$ cat src/darss_pkg.sv
// Purpose: Constants and types of the drive auto restart supervisor
// Assumes: 16-bit register data, 4-bit word addresses
// Notes:   All times are whole seconds counted on the seconds tick
`default_nettype none
package darss_pkg;

   // ****************************************************************
   // Bus shape
   // ****************************************************************
   localparam int DATA_W = 16;                 // Register data width
   localparam int ADDR_W = 4;                  // Register address width

   // ****************************************************************
   // Register offsets
   // ****************************************************************
   localparam logic [3:0] ADDR_TRIES = 4'h0;   // Restart attempt limit
   localparam logic [3:0] ADDR_WINDOW = 4'h1;  // Restart window, seconds
   localparam logic [3:0] ADDR_DELAY = 4'h2;   // Restart delay, seconds
   localparam logic [3:0] ADDR_MODE = 4'h3;    // Starting mode
   localparam logic [3:0] ADDR_CONFIRM = 4'h4; // Mode change confirmation
   localparam logic [3:0] ADDR_STATUS = 4'h5;  // Live supervisor state
   localparam logic [3:0] ADDR_IRQ_STAT = 4'h6; // Sticky events, W1C
   localparam logic [3:0] ADDR_IRQ_MASK = 4'h7; // Event enables

   // ****************************************************************
   // Limits and reset values
   // ****************************************************************
   localparam logic [15:0] TRIES_MIN = 16'h0000;  // No auto restart
   localparam logic [15:0] TRIES_MAX = 16'h0005;  // Most attempts
   localparam logic [2:0] TRIES_RST = 3'h0;       // Disabled at reset
   localparam logic [15:0] WINDOW_MIN = 16'h012C; // 300 s
   localparam logic [15:0] WINDOW_MAX = 16'hFFFF; // 65535 s
   localparam logic [15:0] WINDOW_RST = 16'h012C; // 300 s
   localparam logic [15:0] DELAY_MIN = 16'h0003;  // 3 s
   localparam logic [15:0] DELAY_MAX = 16'h003C;  // 60 s
   localparam logic [5:0] DELAY_RST = 6'h05;      // 5 s
   localparam logic [16:0] WIN_SAT = 17'h1FFFF;   // Window count ceiling

   // ****************************************************************
   // Field positions
   // ****************************************************************
   localparam int ST_LATCHED = 3;   // Status: latched fault
   localparam int ST_WAITING = 4;   // Status: restart delay running
   localparam int ST_WIN_RUN = 5;   // Status: window running
   localparam int ST_PROMPT = 6;    // Status: mode change awaits confirm
   localparam int EV_RESTART = 0;   // Event: restart issued
   localparam int EV_LATCH = 1;     // Event: fault latched
   localparam int EV_LAPSE = 2;     // Event: window lapsed
   localparam int EV_W = 3;         // Number of events

   // ****************************************************************
   // Types
   // ****************************************************************
   typedef enum logic [1:0] {
      mode_normal,
      mode_line_start,
      mode_catch_rotating,
      autostart_and_catch_mode
   } darss_mode_t;

   typedef enum logic [1:0] {
      st_idle,
      st_delay,
      st_latched
   } darss_state_t;

endpackage
`default_nettype wire

$ cat src/darss_top.sv
// Purpose: Auto restart supervisor of a motor drive after a trip
// Assumes: fault_in and sec_tick come from logic on the same clock
// Notes:   Keypad stop and emergency stop are pins, synchronised here
//
// How it works
// [RQ1] Restart limit 0 to 5, zero disables
// [RQ2] Window 300 to 65535 s from first restart
// [RQ3] Limit reached: latch fault, no more restarts
// [RQ4] Keypad stop press clears the latched fault
// [RQ5] Emergency stop never clears the latched fault
// [RQ6] Window lapsed below limit: clear count, timer
// [RQ7] Wait 3 to 60 s delay before restart
// [RQ8] Four starting modes, normal after reset
// [RQ9] Line start modes need confirmation before use
// [RQ10] Count attempts, window starts first, ticks seconds
//
// The implementer's own choices: the address map and the strobed register port.
`timescale 1ns/10ps
`default_nettype none
module darss_top (
   input wire logic clock,          // 100 MHz system clock
   input wire logic rstn,           // Asynchronous reset, active low
   input wire logic [3:0] addr,     // Register word address
   input wire logic [15:0] wdata,   // Register write data
   input wire logic wr_en,          // Write strobe
   input wire logic rd_en,          // Read strobe
   output logic [15:0] rdata_r,     // Read data, cycle after strobe
   input wire logic fault_in,       // Drive tripped, level
   input wire logic sec_tick,       // One-second tick, one cycle
   input wire logic keypad_stop,    // Keypad stop key pin
   input wire logic estop,          // Emergency stop pin
   output logic restart_req_r,      // Restart attempt, one cycle
   output logic latched_r,          // Latched fault, manual reset needed
   output logic [1:0] mode_r,       // Active starting mode
   output logic irq_r               // Interrupt, level
);

   // ****************************************************************
   // Helpers
   // ****************************************************************
   // Clamps a written value into its legal range
   function automatic logic [15:0] clamp16(input logic [15:0] v,
                                           input logic [15:0] lo,
                                           input logic [15:0] hi);
      logic [15:0] r;
      r = v;
      if (v < lo) begin
         r = lo;
      end else if (v > hi) begin
         r = hi;
      end
      return r;
   endfunction

   // ****************************************************************
   // Pin synchronisers
   // ****************************************************************
   logic [1:0] s1_r, s2_r, s3_r, filt_r; // Bit 0 stop, bit 1 estop
   logic [1:0] filt_nxt; // Filtered level next
   logic [1:0] agree; // Stages two and three agree
   logic stop_rise; // Keypad stop press

   // Filter takes a level once two later stages agree
   always_comb begin
      agree = ~(s2_r ^ s3_r);
      filt_nxt = (agree & s2_r) | (~agree & filt_r);
      stop_rise = filt_nxt[0] & ~filt_r[0];
   end

   // Synchroniser stages
   always_ff @(posedge clock or negedge rstn) begin
      if (!rstn) begin
         s1_r <= 2'h0;
         s2_r <= 2'h0;
         s3_r <= 2'h0;
         filt_r <= 2'h0;
      end else begin
         s1_r <= {estop, keypad_stop};
         s2_r <= s1_r;
         s3_r <= s2_r;
         filt_r <= filt_nxt;
      end
   end

   // ****************************************************************
   // Supervisor state and registers
   // ****************************************************************
   darss_pkg::darss_state_t state_r, state_nxt; // Supervisor state
   logic [2:0] tries_r, tries_nxt; // Attempt limit
   logic [15:0] window_r, window_nxt; // Window length, seconds
   logic [5:0] delay_r, delay_nxt; // Restart delay, seconds
   logic [2:0] count_r, count_nxt; // Attempts inside window
   logic [16:0] win_cnt_r, win_cnt_nxt; // Seconds since first restart
   logic win_run_r, win_run_nxt; // Window running
   logic [5:0] dly_cnt_r, dly_cnt_nxt; // Seconds since fault
   logic fault_prev_r; // Fault level last cycle
   logic fault_rise; // New trip
   logic restart_nxt, latched_nxt, irq_nxt; // Output next values
   logic [1:0] mode_nxt, pend_r, pend_nxt; // Mode and pending mode
   logic prompt_r, prompt_nxt; // Confirmation awaited
   logic [2:0] stat_r, stat_nxt, mask_r, mask_nxt; // Event registers
   logic [2:0] ev; // Events this cycle
   logic [15:0] rdata_nxt, status_word; // Read path
   logic [15:0] cl_tries, cl_window, cl_delay; // Clamped writes

   assign cl_tries = clamp16(wdata, darss_pkg::TRIES_MIN,
                             darss_pkg::TRIES_MAX);
   assign cl_window = clamp16(wdata, darss_pkg::WINDOW_MIN,
                              darss_pkg::WINDOW_MAX);
   assign cl_delay = clamp16(wdata, darss_pkg::DELAY_MIN,
                             darss_pkg::DELAY_MAX);

   // Next values of sequencing, configuration, events and read data
   always_comb begin
      fault_rise = fault_in & ~fault_prev_r;
      state_nxt = state_r;
      count_nxt = count_r;
      win_cnt_nxt = win_cnt_r;
      win_run_nxt = win_run_r;
      dly_cnt_nxt = dly_cnt_r;
      restart_nxt = 1'b0;
      ev = 3'h0;
      tries_nxt = tries_r;
      window_nxt = window_r;
      delay_nxt = delay_r;
      mode_nxt = mode_r;
      pend_nxt = pend_r;
      prompt_nxt = prompt_r;
      mask_nxt = mask_r;
      rdata_nxt = 16'h0000;

      // Window advances once a second while running
      if (win_run_r && sec_tick && win_cnt_r != darss_pkg::WIN_SAT) begin
         win_cnt_nxt = win_cnt_r + 17'h00001; // see [RQ10]
      end
      // Lapsed window below the limit starts afresh
      if (win_run_r && win_cnt_r > {1'b0, window_r} &&
          count_r < tries_r) begin
         count_nxt = 3'h0; // see [RQ6]
         win_cnt_nxt = 17'h00000;
         win_run_nxt = 1'b0;
         ev[darss_pkg::EV_LAPSE] = 1'b1;
      end

      case (state_r)
         darss_pkg::st_idle: begin
            // Trip: restart if attempts remain, else latch
            if (fault_rise) begin
               if (tries_r == 3'h0 || count_nxt >= tries_r) begin
                  state_nxt = darss_pkg::st_latched; // see [RQ1] [RQ3]
                  ev[darss_pkg::EV_LATCH] = 1'b1;
               end else begin
                  state_nxt = darss_pkg::st_delay; // see [RQ7]
                  dly_cnt_nxt = 6'h00;
               end
            end
         end
         darss_pkg::st_delay: begin
            // Delay counted in seconds, then one restart attempt
            if (dly_cnt_r >= delay_r) begin
               restart_nxt = 1'b1; // see [RQ7]
               ev[darss_pkg::EV_RESTART] = 1'b1;
               state_nxt = darss_pkg::st_idle;
               if (count_nxt == 3'h0) begin
                  win_run_nxt = 1'b1; // see [RQ2] [RQ10]
                  win_cnt_nxt = 17'h00000;
               end
               count_nxt = count_nxt + 3'h1; // see [RQ10]
            end else if (sec_tick) begin
               dly_cnt_nxt = dly_cnt_r + 6'h01;
            end
         end
         darss_pkg::st_latched: begin
            // Only the keypad stop resets; emergency stop is ignored
            if (stop_rise) begin
               state_nxt = darss_pkg::st_idle; // see [RQ4] [RQ5]
               count_nxt = 3'h0;
               win_cnt_nxt = 17'h00000;
               win_run_nxt = 1'b0;
            end
         end
         default: begin
            state_nxt = darss_pkg::st_idle;
         end
      endcase
      latched_nxt = (state_nxt == darss_pkg::st_latched); // see [RQ3]

      // Register writes
      if (wr_en) begin
         if (addr == darss_pkg::ADDR_TRIES) begin
            tries_nxt = cl_tries[2:0]; // see [RQ1]
         end else if (addr == darss_pkg::ADDR_WINDOW) begin
            window_nxt = cl_window; // see [RQ2]
         end else if (addr == darss_pkg::ADDR_DELAY) begin
            delay_nxt = cl_delay[5:0]; // see [RQ7]
         end else if (addr == darss_pkg::ADDR_MODE) begin
            // Line start choices wait for confirmation
            if (wdata[1:0] == darss_pkg::mode_line_start ||
                wdata[1:0] == darss_pkg::autostart_and_catch_mode) begin
               pend_nxt = wdata[1:0]; // see [RQ9]
               prompt_nxt = 1'b1;
            end else begin
               mode_nxt = wdata[1:0]; // see [RQ8]
               prompt_nxt = 1'b0;
            end
         end else if (addr == darss_pkg::ADDR_CONFIRM) begin
            // One confirms, zero abandons the change
            if (prompt_r && wdata[0]) begin
               mode_nxt = pend_r; // see [RQ9]
            end
            prompt_nxt = 1'b0;
         end else if (addr == darss_pkg::ADDR_IRQ_MASK) begin
            mask_nxt = wdata[2:0];
         end
      end

      // Sticky events: a new event beats a clear
      stat_nxt = stat_r;
      if (wr_en && addr == darss_pkg::ADDR_IRQ_STAT) begin
         stat_nxt = stat_r & ~wdata[2:0];
      end
      stat_nxt = stat_nxt | ev;
      irq_nxt = |(stat_nxt & mask_nxt);

      // Live status word
      status_word = 16'h0000;
      status_word[2:0] = count_r;
      status_word[darss_pkg::ST_LATCHED] = latched_r;
      status_word[darss_pkg::ST_WAITING] = (state_r == darss_pkg::st_delay);
      status_word[darss_pkg::ST_WIN_RUN] = win_run_r;
      status_word[darss_pkg::ST_PROMPT] = prompt_r;

      // Read decode; unmapped reads return zero
      if (rd_en) begin
         if (addr == darss_pkg::ADDR_TRIES) begin
            rdata_nxt = {13'h0000, tries_r};
         end else if (addr == darss_pkg::ADDR_WINDOW) begin
            rdata_nxt = window_r;
         end else if (addr == darss_pkg::ADDR_DELAY) begin
            rdata_nxt = {10'h000, delay_r};
         end else if (addr == darss_pkg::ADDR_MODE) begin
            rdata_nxt = {12'h000, pend_r, mode_r};
         end else if (addr == darss_pkg::ADDR_STATUS) begin
            rdata_nxt = status_word;
         end else if (addr == darss_pkg::ADDR_IRQ_STAT) begin
            rdata_nxt = {13'h0000, stat_r};
         end else if (addr == darss_pkg::ADDR_IRQ_MASK) begin
            rdata_nxt = {13'h0000, mask_r};
         end
      end
   end

   // Registers of the supervisor
   always_ff @(posedge clock or negedge rstn) begin
      if (!rstn) begin
         state_r <= darss_pkg::st_idle;
         tries_r <= darss_pkg::TRIES_RST;
         window_r <= darss_pkg::WINDOW_RST;
         delay_r <= darss_pkg::DELAY_RST;
         count_r <= 3'h0;
         win_cnt_r <= 17'h00000;
         win_run_r <= 1'b0;
         dly_cnt_r <= 6'h00;
         fault_prev_r <= 1'b0;
         restart_req_r <= 1'b0;
         latched_r <= 1'b0;
         mode_r <= darss_pkg::mode_normal;
         pend_r <= darss_pkg::mode_normal;
         prompt_r <= 1'b0;
         stat_r <= 3'h0;
         mask_r <= 3'h0;
         irq_r <= 1'b0;
         rdata_r <= 16'h0000;
      end else begin
         state_r <= state_nxt;
         tries_r <= tries_nxt;
         window_r <= window_nxt;
         delay_r <= delay_nxt;
         count_r <= count_nxt;
         win_cnt_r <= win_cnt_nxt;
         win_run_r <= win_run_nxt;
         dly_cnt_r <= dly_cnt_nxt;
         fault_prev_r <= fault_in;
         restart_req_r <= restart_nxt;
         latched_r <= latched_nxt;
         mode_r <= mode_nxt;
         pend_r <= pend_nxt;
         prompt_r <= prompt_nxt;
         stat_r <= stat_nxt;
         mask_r <= mask_nxt;
         irq_r <= irq_nxt;
         rdata_r <= rdata_nxt;
      end
   end
endmodule
`default_nettype wire

$ cat config.mk
export PLATFORM = sky130hd
export DESIGN_NAME = darss_top
export DESIGN_NICKNAME = d
export VERILOG_FILES = /design/src/darss_pkg.sv /design/src/darss_top.sv
export SDC_FILE = /design/constraint.sdc
export NUM_CORES = 1
export LEC_CHECK = 0
export ABC_AREA = 1
export BUFFER_PORTS_ARGS = -buffer_cell sky130_fd_sc_hd__buf_2
export CORE_UTILIZATION = 35
export DETAILED_ROUTE_END_ITERATION = 10
export SLEW_MARGIN = 20
export SYNTH_ARGS = -nofsm -noshare
export SYNTH_HDL_FRONTEND = slang
export SYNTH_SLANG_ARGS = --single-unit
$ cat constraint.sdc
create_clock -name clock -period 6.6 [get_ports clock]
set_input_delay 0.33 -clock clock [delete_from_list [all_inputs] [get_ports clock]]
set_output_delay 0.33 -clock clock [all_outputs]
set_load 0.005 [all_outputs]
==> results.toml <==
[outcome]
result_of_the_run = "finished, final reports clean"

[timing]
worstMarginPinSlew_ns = 0.8228
timing_hold_violations_final = 0
period_share_pct = 46.38
setup_viol = 0
fin_skew_ns = 0.01135
finalWorstPathRequiredPeriod_ns = 3.061
max-slew-margin-rel_pct = 45.15
clock.fmax_mhz = 326.7
maxSlewViolCount = 0
finalSetupTns_ns = 0
rsz0062_at_grt = "false"

[floorplan]
die_w_um = 121.3
initial_core_util_pct = 35.91
ios = 49
core_outline_area_um2 = 13880
fp.dieArea_um2 = 14720
num_rows = 43
chipHeight_um = 121.3

[global_route]
grt_pass1_vias = 4096
grt_start_max_net_pins = 90
global_router_s_overall_resource_usage_pct = 17.18
global_route_wire_length_before_repair_mm = 19.62
initial_antenna_violation_count = 0
global_route.overflow_total = 0

[yosys]
synth_mux_area_share_pct = 0.2259
async_flop_share_pct = 100.0
synth-compound-area-share_pct = 13.05
dominant_combinational_cell_family_by_area_after_synthesis = "simple AND/OR/NAND/NOR gates"
netlist-cell-type-count = 48
post_synth_xor_area_fraction_pct = 1.054
synth_sequential_area_ratio_pct = 44.83
post_synth_main_area_contributors = "sky130_fd_sc_hd__dfrtp_1 (42%), sky130_fd_sc_hd__nand2_1 (10%), sky130_fd_sc_hd__ha_1 (8.8%)"
synth_nets = 677
postSynthCellCount = 614
total_standard_cell_area_after_synthesis_um2 = 4985
synth_enable_flop_cells = 0
largest_area_contributor_in_the_netlist = "sky130_fd_sc_hd__dfrtp_1"
synthFlopType = "sky130_fd_sc_hd__dfrtp_1"
synthSimpleGateAreaFrac_pct = 23.74
synth_largest_type_area_fraction_pct = 41.67
synth-adder-area-share_pct = 8.986
syn_avg_cell_area_um2 = 8.119
synthesis.yosys.warnings = 0
postSynthRegisterBits = 89

[detailed_routing]
via_per_inst = 4.968
first_iter_violations = 317
drt_total_wl_mm = 11.83
vias = 4223
number_of_design_rule_violations_left_after_detail_routing = 0
wire_per_inst_um = 13.91
antenna_left = 0
drt_pre_antenna_iters = 6

[power]
power_uw = 1567
p_per_area_nw_per_um2 = 272.8
peakVddDrop_mv = 0.1258
cellLeakagePower_uw = 0.002934

[min_path]
holdCritPathClass = "input port to asynchronous set/reset pin"

[setup_path]
timing.reg2reg.setup_slack_ns = 3.54
worst-endpoint-arrival_ns = 3.29
timing.setup.critical_path_class = "flip-flop to flip-flop"
critical_path.max_fanout = 25
endpoint_kind = "flip-flop"
required_ns = 6.83
worstSetupStartpointType = "flip-flop"

[finish]
stdcell_count = 850
post_route_cells_drive_above_1_share_pct = 14.63
commonest_non_fill_non_tap_cells_in_the_layout = "sky130_fd_sc_hd__nand2_1 (136), sky130_fd_sc_hd__inv_1 (93), sky130_fd_sc_hd__dfrtp_1 (83), sky130_fd_sc_hd__nor2_1 (64), sky130_fd_sc_hd__o21ai_0 (49)"
most_common_cell_after_layout_fill_and_taps_aside = "sky130_fd_sc_hd__nand2_1"
layout.nets = 728
n_antenna_cell = 0
syn2layout_area_growth_pct = 15.26
fillers = 1433

[run]
cap_violations = 0

[cts]
cts_inserted_buffers = 9
cts.sink_count = 89
cts-resized-gates = 0
tritoncts = "done"
clock_tree.buffer_depth = 2
cts.hold.buffers_added = 0
clkTransAtPathRegs_ns = 0.07
cts.htree.levels = 3
ctsRootBufferMaster = "sky130_fd_sc_hd__clkbuf_16"
postCtsSetupRepairBufs = 0
clock_insertion_delay_worst_skew_ns = 0.35

[placement]
placed_cells = 834
place.port_buffers = 47
gp_congestion = 0.8520
place_hpwl_mm = 8.899
worst max-delay path, cell delays in order, from the launching register on:
cell and delay [ns]:
sky130_fd_sc_hd__dfstp_2 0.53, sky130_fd_sc_hd__inv_1 0.07, sky130_fd_sc_hd__ha_1 0.30, sky130_fd_sc_hd__nand2_1 0.08
sky130_fd_sc_hd__inv_1 0.06, sky130_fd_sc_hd__nand2_1 0.06, sky130_fd_sc_hd__nand2_1 0.05, sky130_fd_sc_hd__nand2_1 0.05
sky130_fd_sc_hd__nand3_1 0.06, sky130_fd_sc_hd__nand2_1 0.07, sky130_fd_sc_hd__nand2_2 0.06, sky130_fd_sc_hd__nand2_4 0.24
sky130_fd_sc_hd__nand2_1 0.18, sky130_fd_sc_hd__ha_1 0.31, sky130_fd_sc_hd__o21ai_0 0.16, sky130_fd_sc_hd__nand2_1 0.08
sky130_fd_sc_hd__nand3_2 0.11, sky130_fd_sc_hd__nand2_2 0.06, sky130_fd_sc_hd__nand2_1 0.08, sky130_fd_sc_hd__nand2_2 0.16
sky130_fd_sc_hd__nand2_1 0.12, sky130_fd_sc_hd__o21ai_2 0.05
per-layer routing:
metal	vias to the layer above	track usage (%)	routed length (µm)
met4	0	7.407	271
met3	20	2.726	427
met5	-	0	0
li1	2104	-	-
met2	94	27.17	5573
met1	2005	23.13	5555
area by class of cell:
class                   instances  area, µm²  share of cell area (%)
multi-input cells             422       2346                   40.83
flip-flops and latches         89       2235                   38.89
inverters                      95      356.6                   6.206
repair buffers                 48      249.0                   4.334
clock buffers                  10      239.0                   4.159
well taps                     180      225.2                   3.920
clock inverters                 6      95.09                   1.655
synthesized netlist by cell type (2+ instances only):
cell                        instances
sky130_fd_sc_hd__a211oi_1           2
sky130_fd_sc_hd__a21oi_1           27
sky130_fd_sc_hd__a221oi_1           2
sky130_fd_sc_hd__a22oi_1            3
sky130_fd_sc_hd__a31oi_1            2
sky130_fd_sc_hd__buf_2              2
sky130_fd_sc_hd__buf_6              2
sky130_fd_sc_hd__clkbuf_1           4
sky130_fd_sc_hd__dfrtp_1           83
sky130_fd_sc_hd__dfstp_2            6
sky130_fd_sc_hd__ha_1              35
sky130_fd_sc_hd__inv_1             93
sky130_fd_sc_hd__inv_2              2
sky130_fd_sc_hd__nand2_1          136
sky130_fd_sc_hd__nand2_2            5
sky130_fd_sc_hd__nand2_4            2
sky130_fd_sc_hd__nand3_1           23
sky130_fd_sc_hd__nand3_2            2
sky130_fd_sc_hd__nand3b_1           5
sky130_fd_sc_hd__nand4_1            9
sky130_fd_sc_hd__nor2_1            64
sky130_fd_sc_hd__nor2_2             4
sky130_fd_sc_hd__nor2_4             2
sky130_fd_sc_hd__nor3_1            12
sky130_fd_sc_hd__o2111ai_1          2
sky130_fd_sc_hd__o211ai_1           2
sky130_fd_sc_hd__o21ai_0           49
sky130_fd_sc_hd__o21ai_1            3
sky130_fd_sc_hd__o21ai_2            4
sky130_fd_sc_hd__o221ai_1           2
sky130_fd_sc_hd__o31ai_1            2
sky130_fd_sc_hd__or2_2              3
sky130_fd_sc_hd__xnor2_1            5
state kept, by name, summed over array words and instances (netlist names), 2 cells and up:
| signal | cells |
|---|---|
| state_r | 2 |
| win_cnt_r | 17 |
| window_r | 16 |
| count_r | 3 |
| mask_r | 3 |
| dly_cnt_r | 6 |
| tries_r | 3 |
| pend_r | 2 |
| delay_r | 6 |
| stat_r | 3 |
| rdata_r | 16 |
| mode_r | 2 |
worst paths after layout:
check | from | end | cells past startpoint
min | rstn | window_r[13] | 1
min reg2reg | s1_r[0] | s2_r[0] | 0
min in group clock | keypad_stop | s1_r[0] | 1
max in group asynchronous | rstn | win_cnt_r[0] | 1
max | window_r[3] | dly_cnt_r[0] | 21
max reg2reg | window_r[3] | dly_cnt_r[0] | 21
per-stage QoR:
stage	util, %	hold slack, ns	cell area [µm²]	worst slack [ns]
5_1_grt	41.39	0.09632	5746	3.249
6_report	41.39	0.02812	5746	3.539
4_1_cts	41.36	0.09158	5742	3.524
3_5_place_dp	38.96	0.3364	5408	3.565
2_1_floorplan	-	0.03441	4985	3.921
3_3_place_gp	38.96	0.3341	5408	3.613
kinds of logic (layout without fill, tap and decap cells):
logic type               count (synthesis)  after routing
XOR/XNOR                                 6              6
AO/OA/AOI/OAI                          109            109
buffers and inverters                  103            159
multiplexers                             1              1
AND/OR/NAND/NOR                        270            270
flip-flops                              89             89
adder cells (fa/ha/maj)                 36             36
power breakdown:
part           total, µW  internal [µW]  switching, µW
Sequential           654            616           38.2
Combinational        334            106            228
Clock                579            347            232
Note: power is estimated with default switching activity, not from simulation.
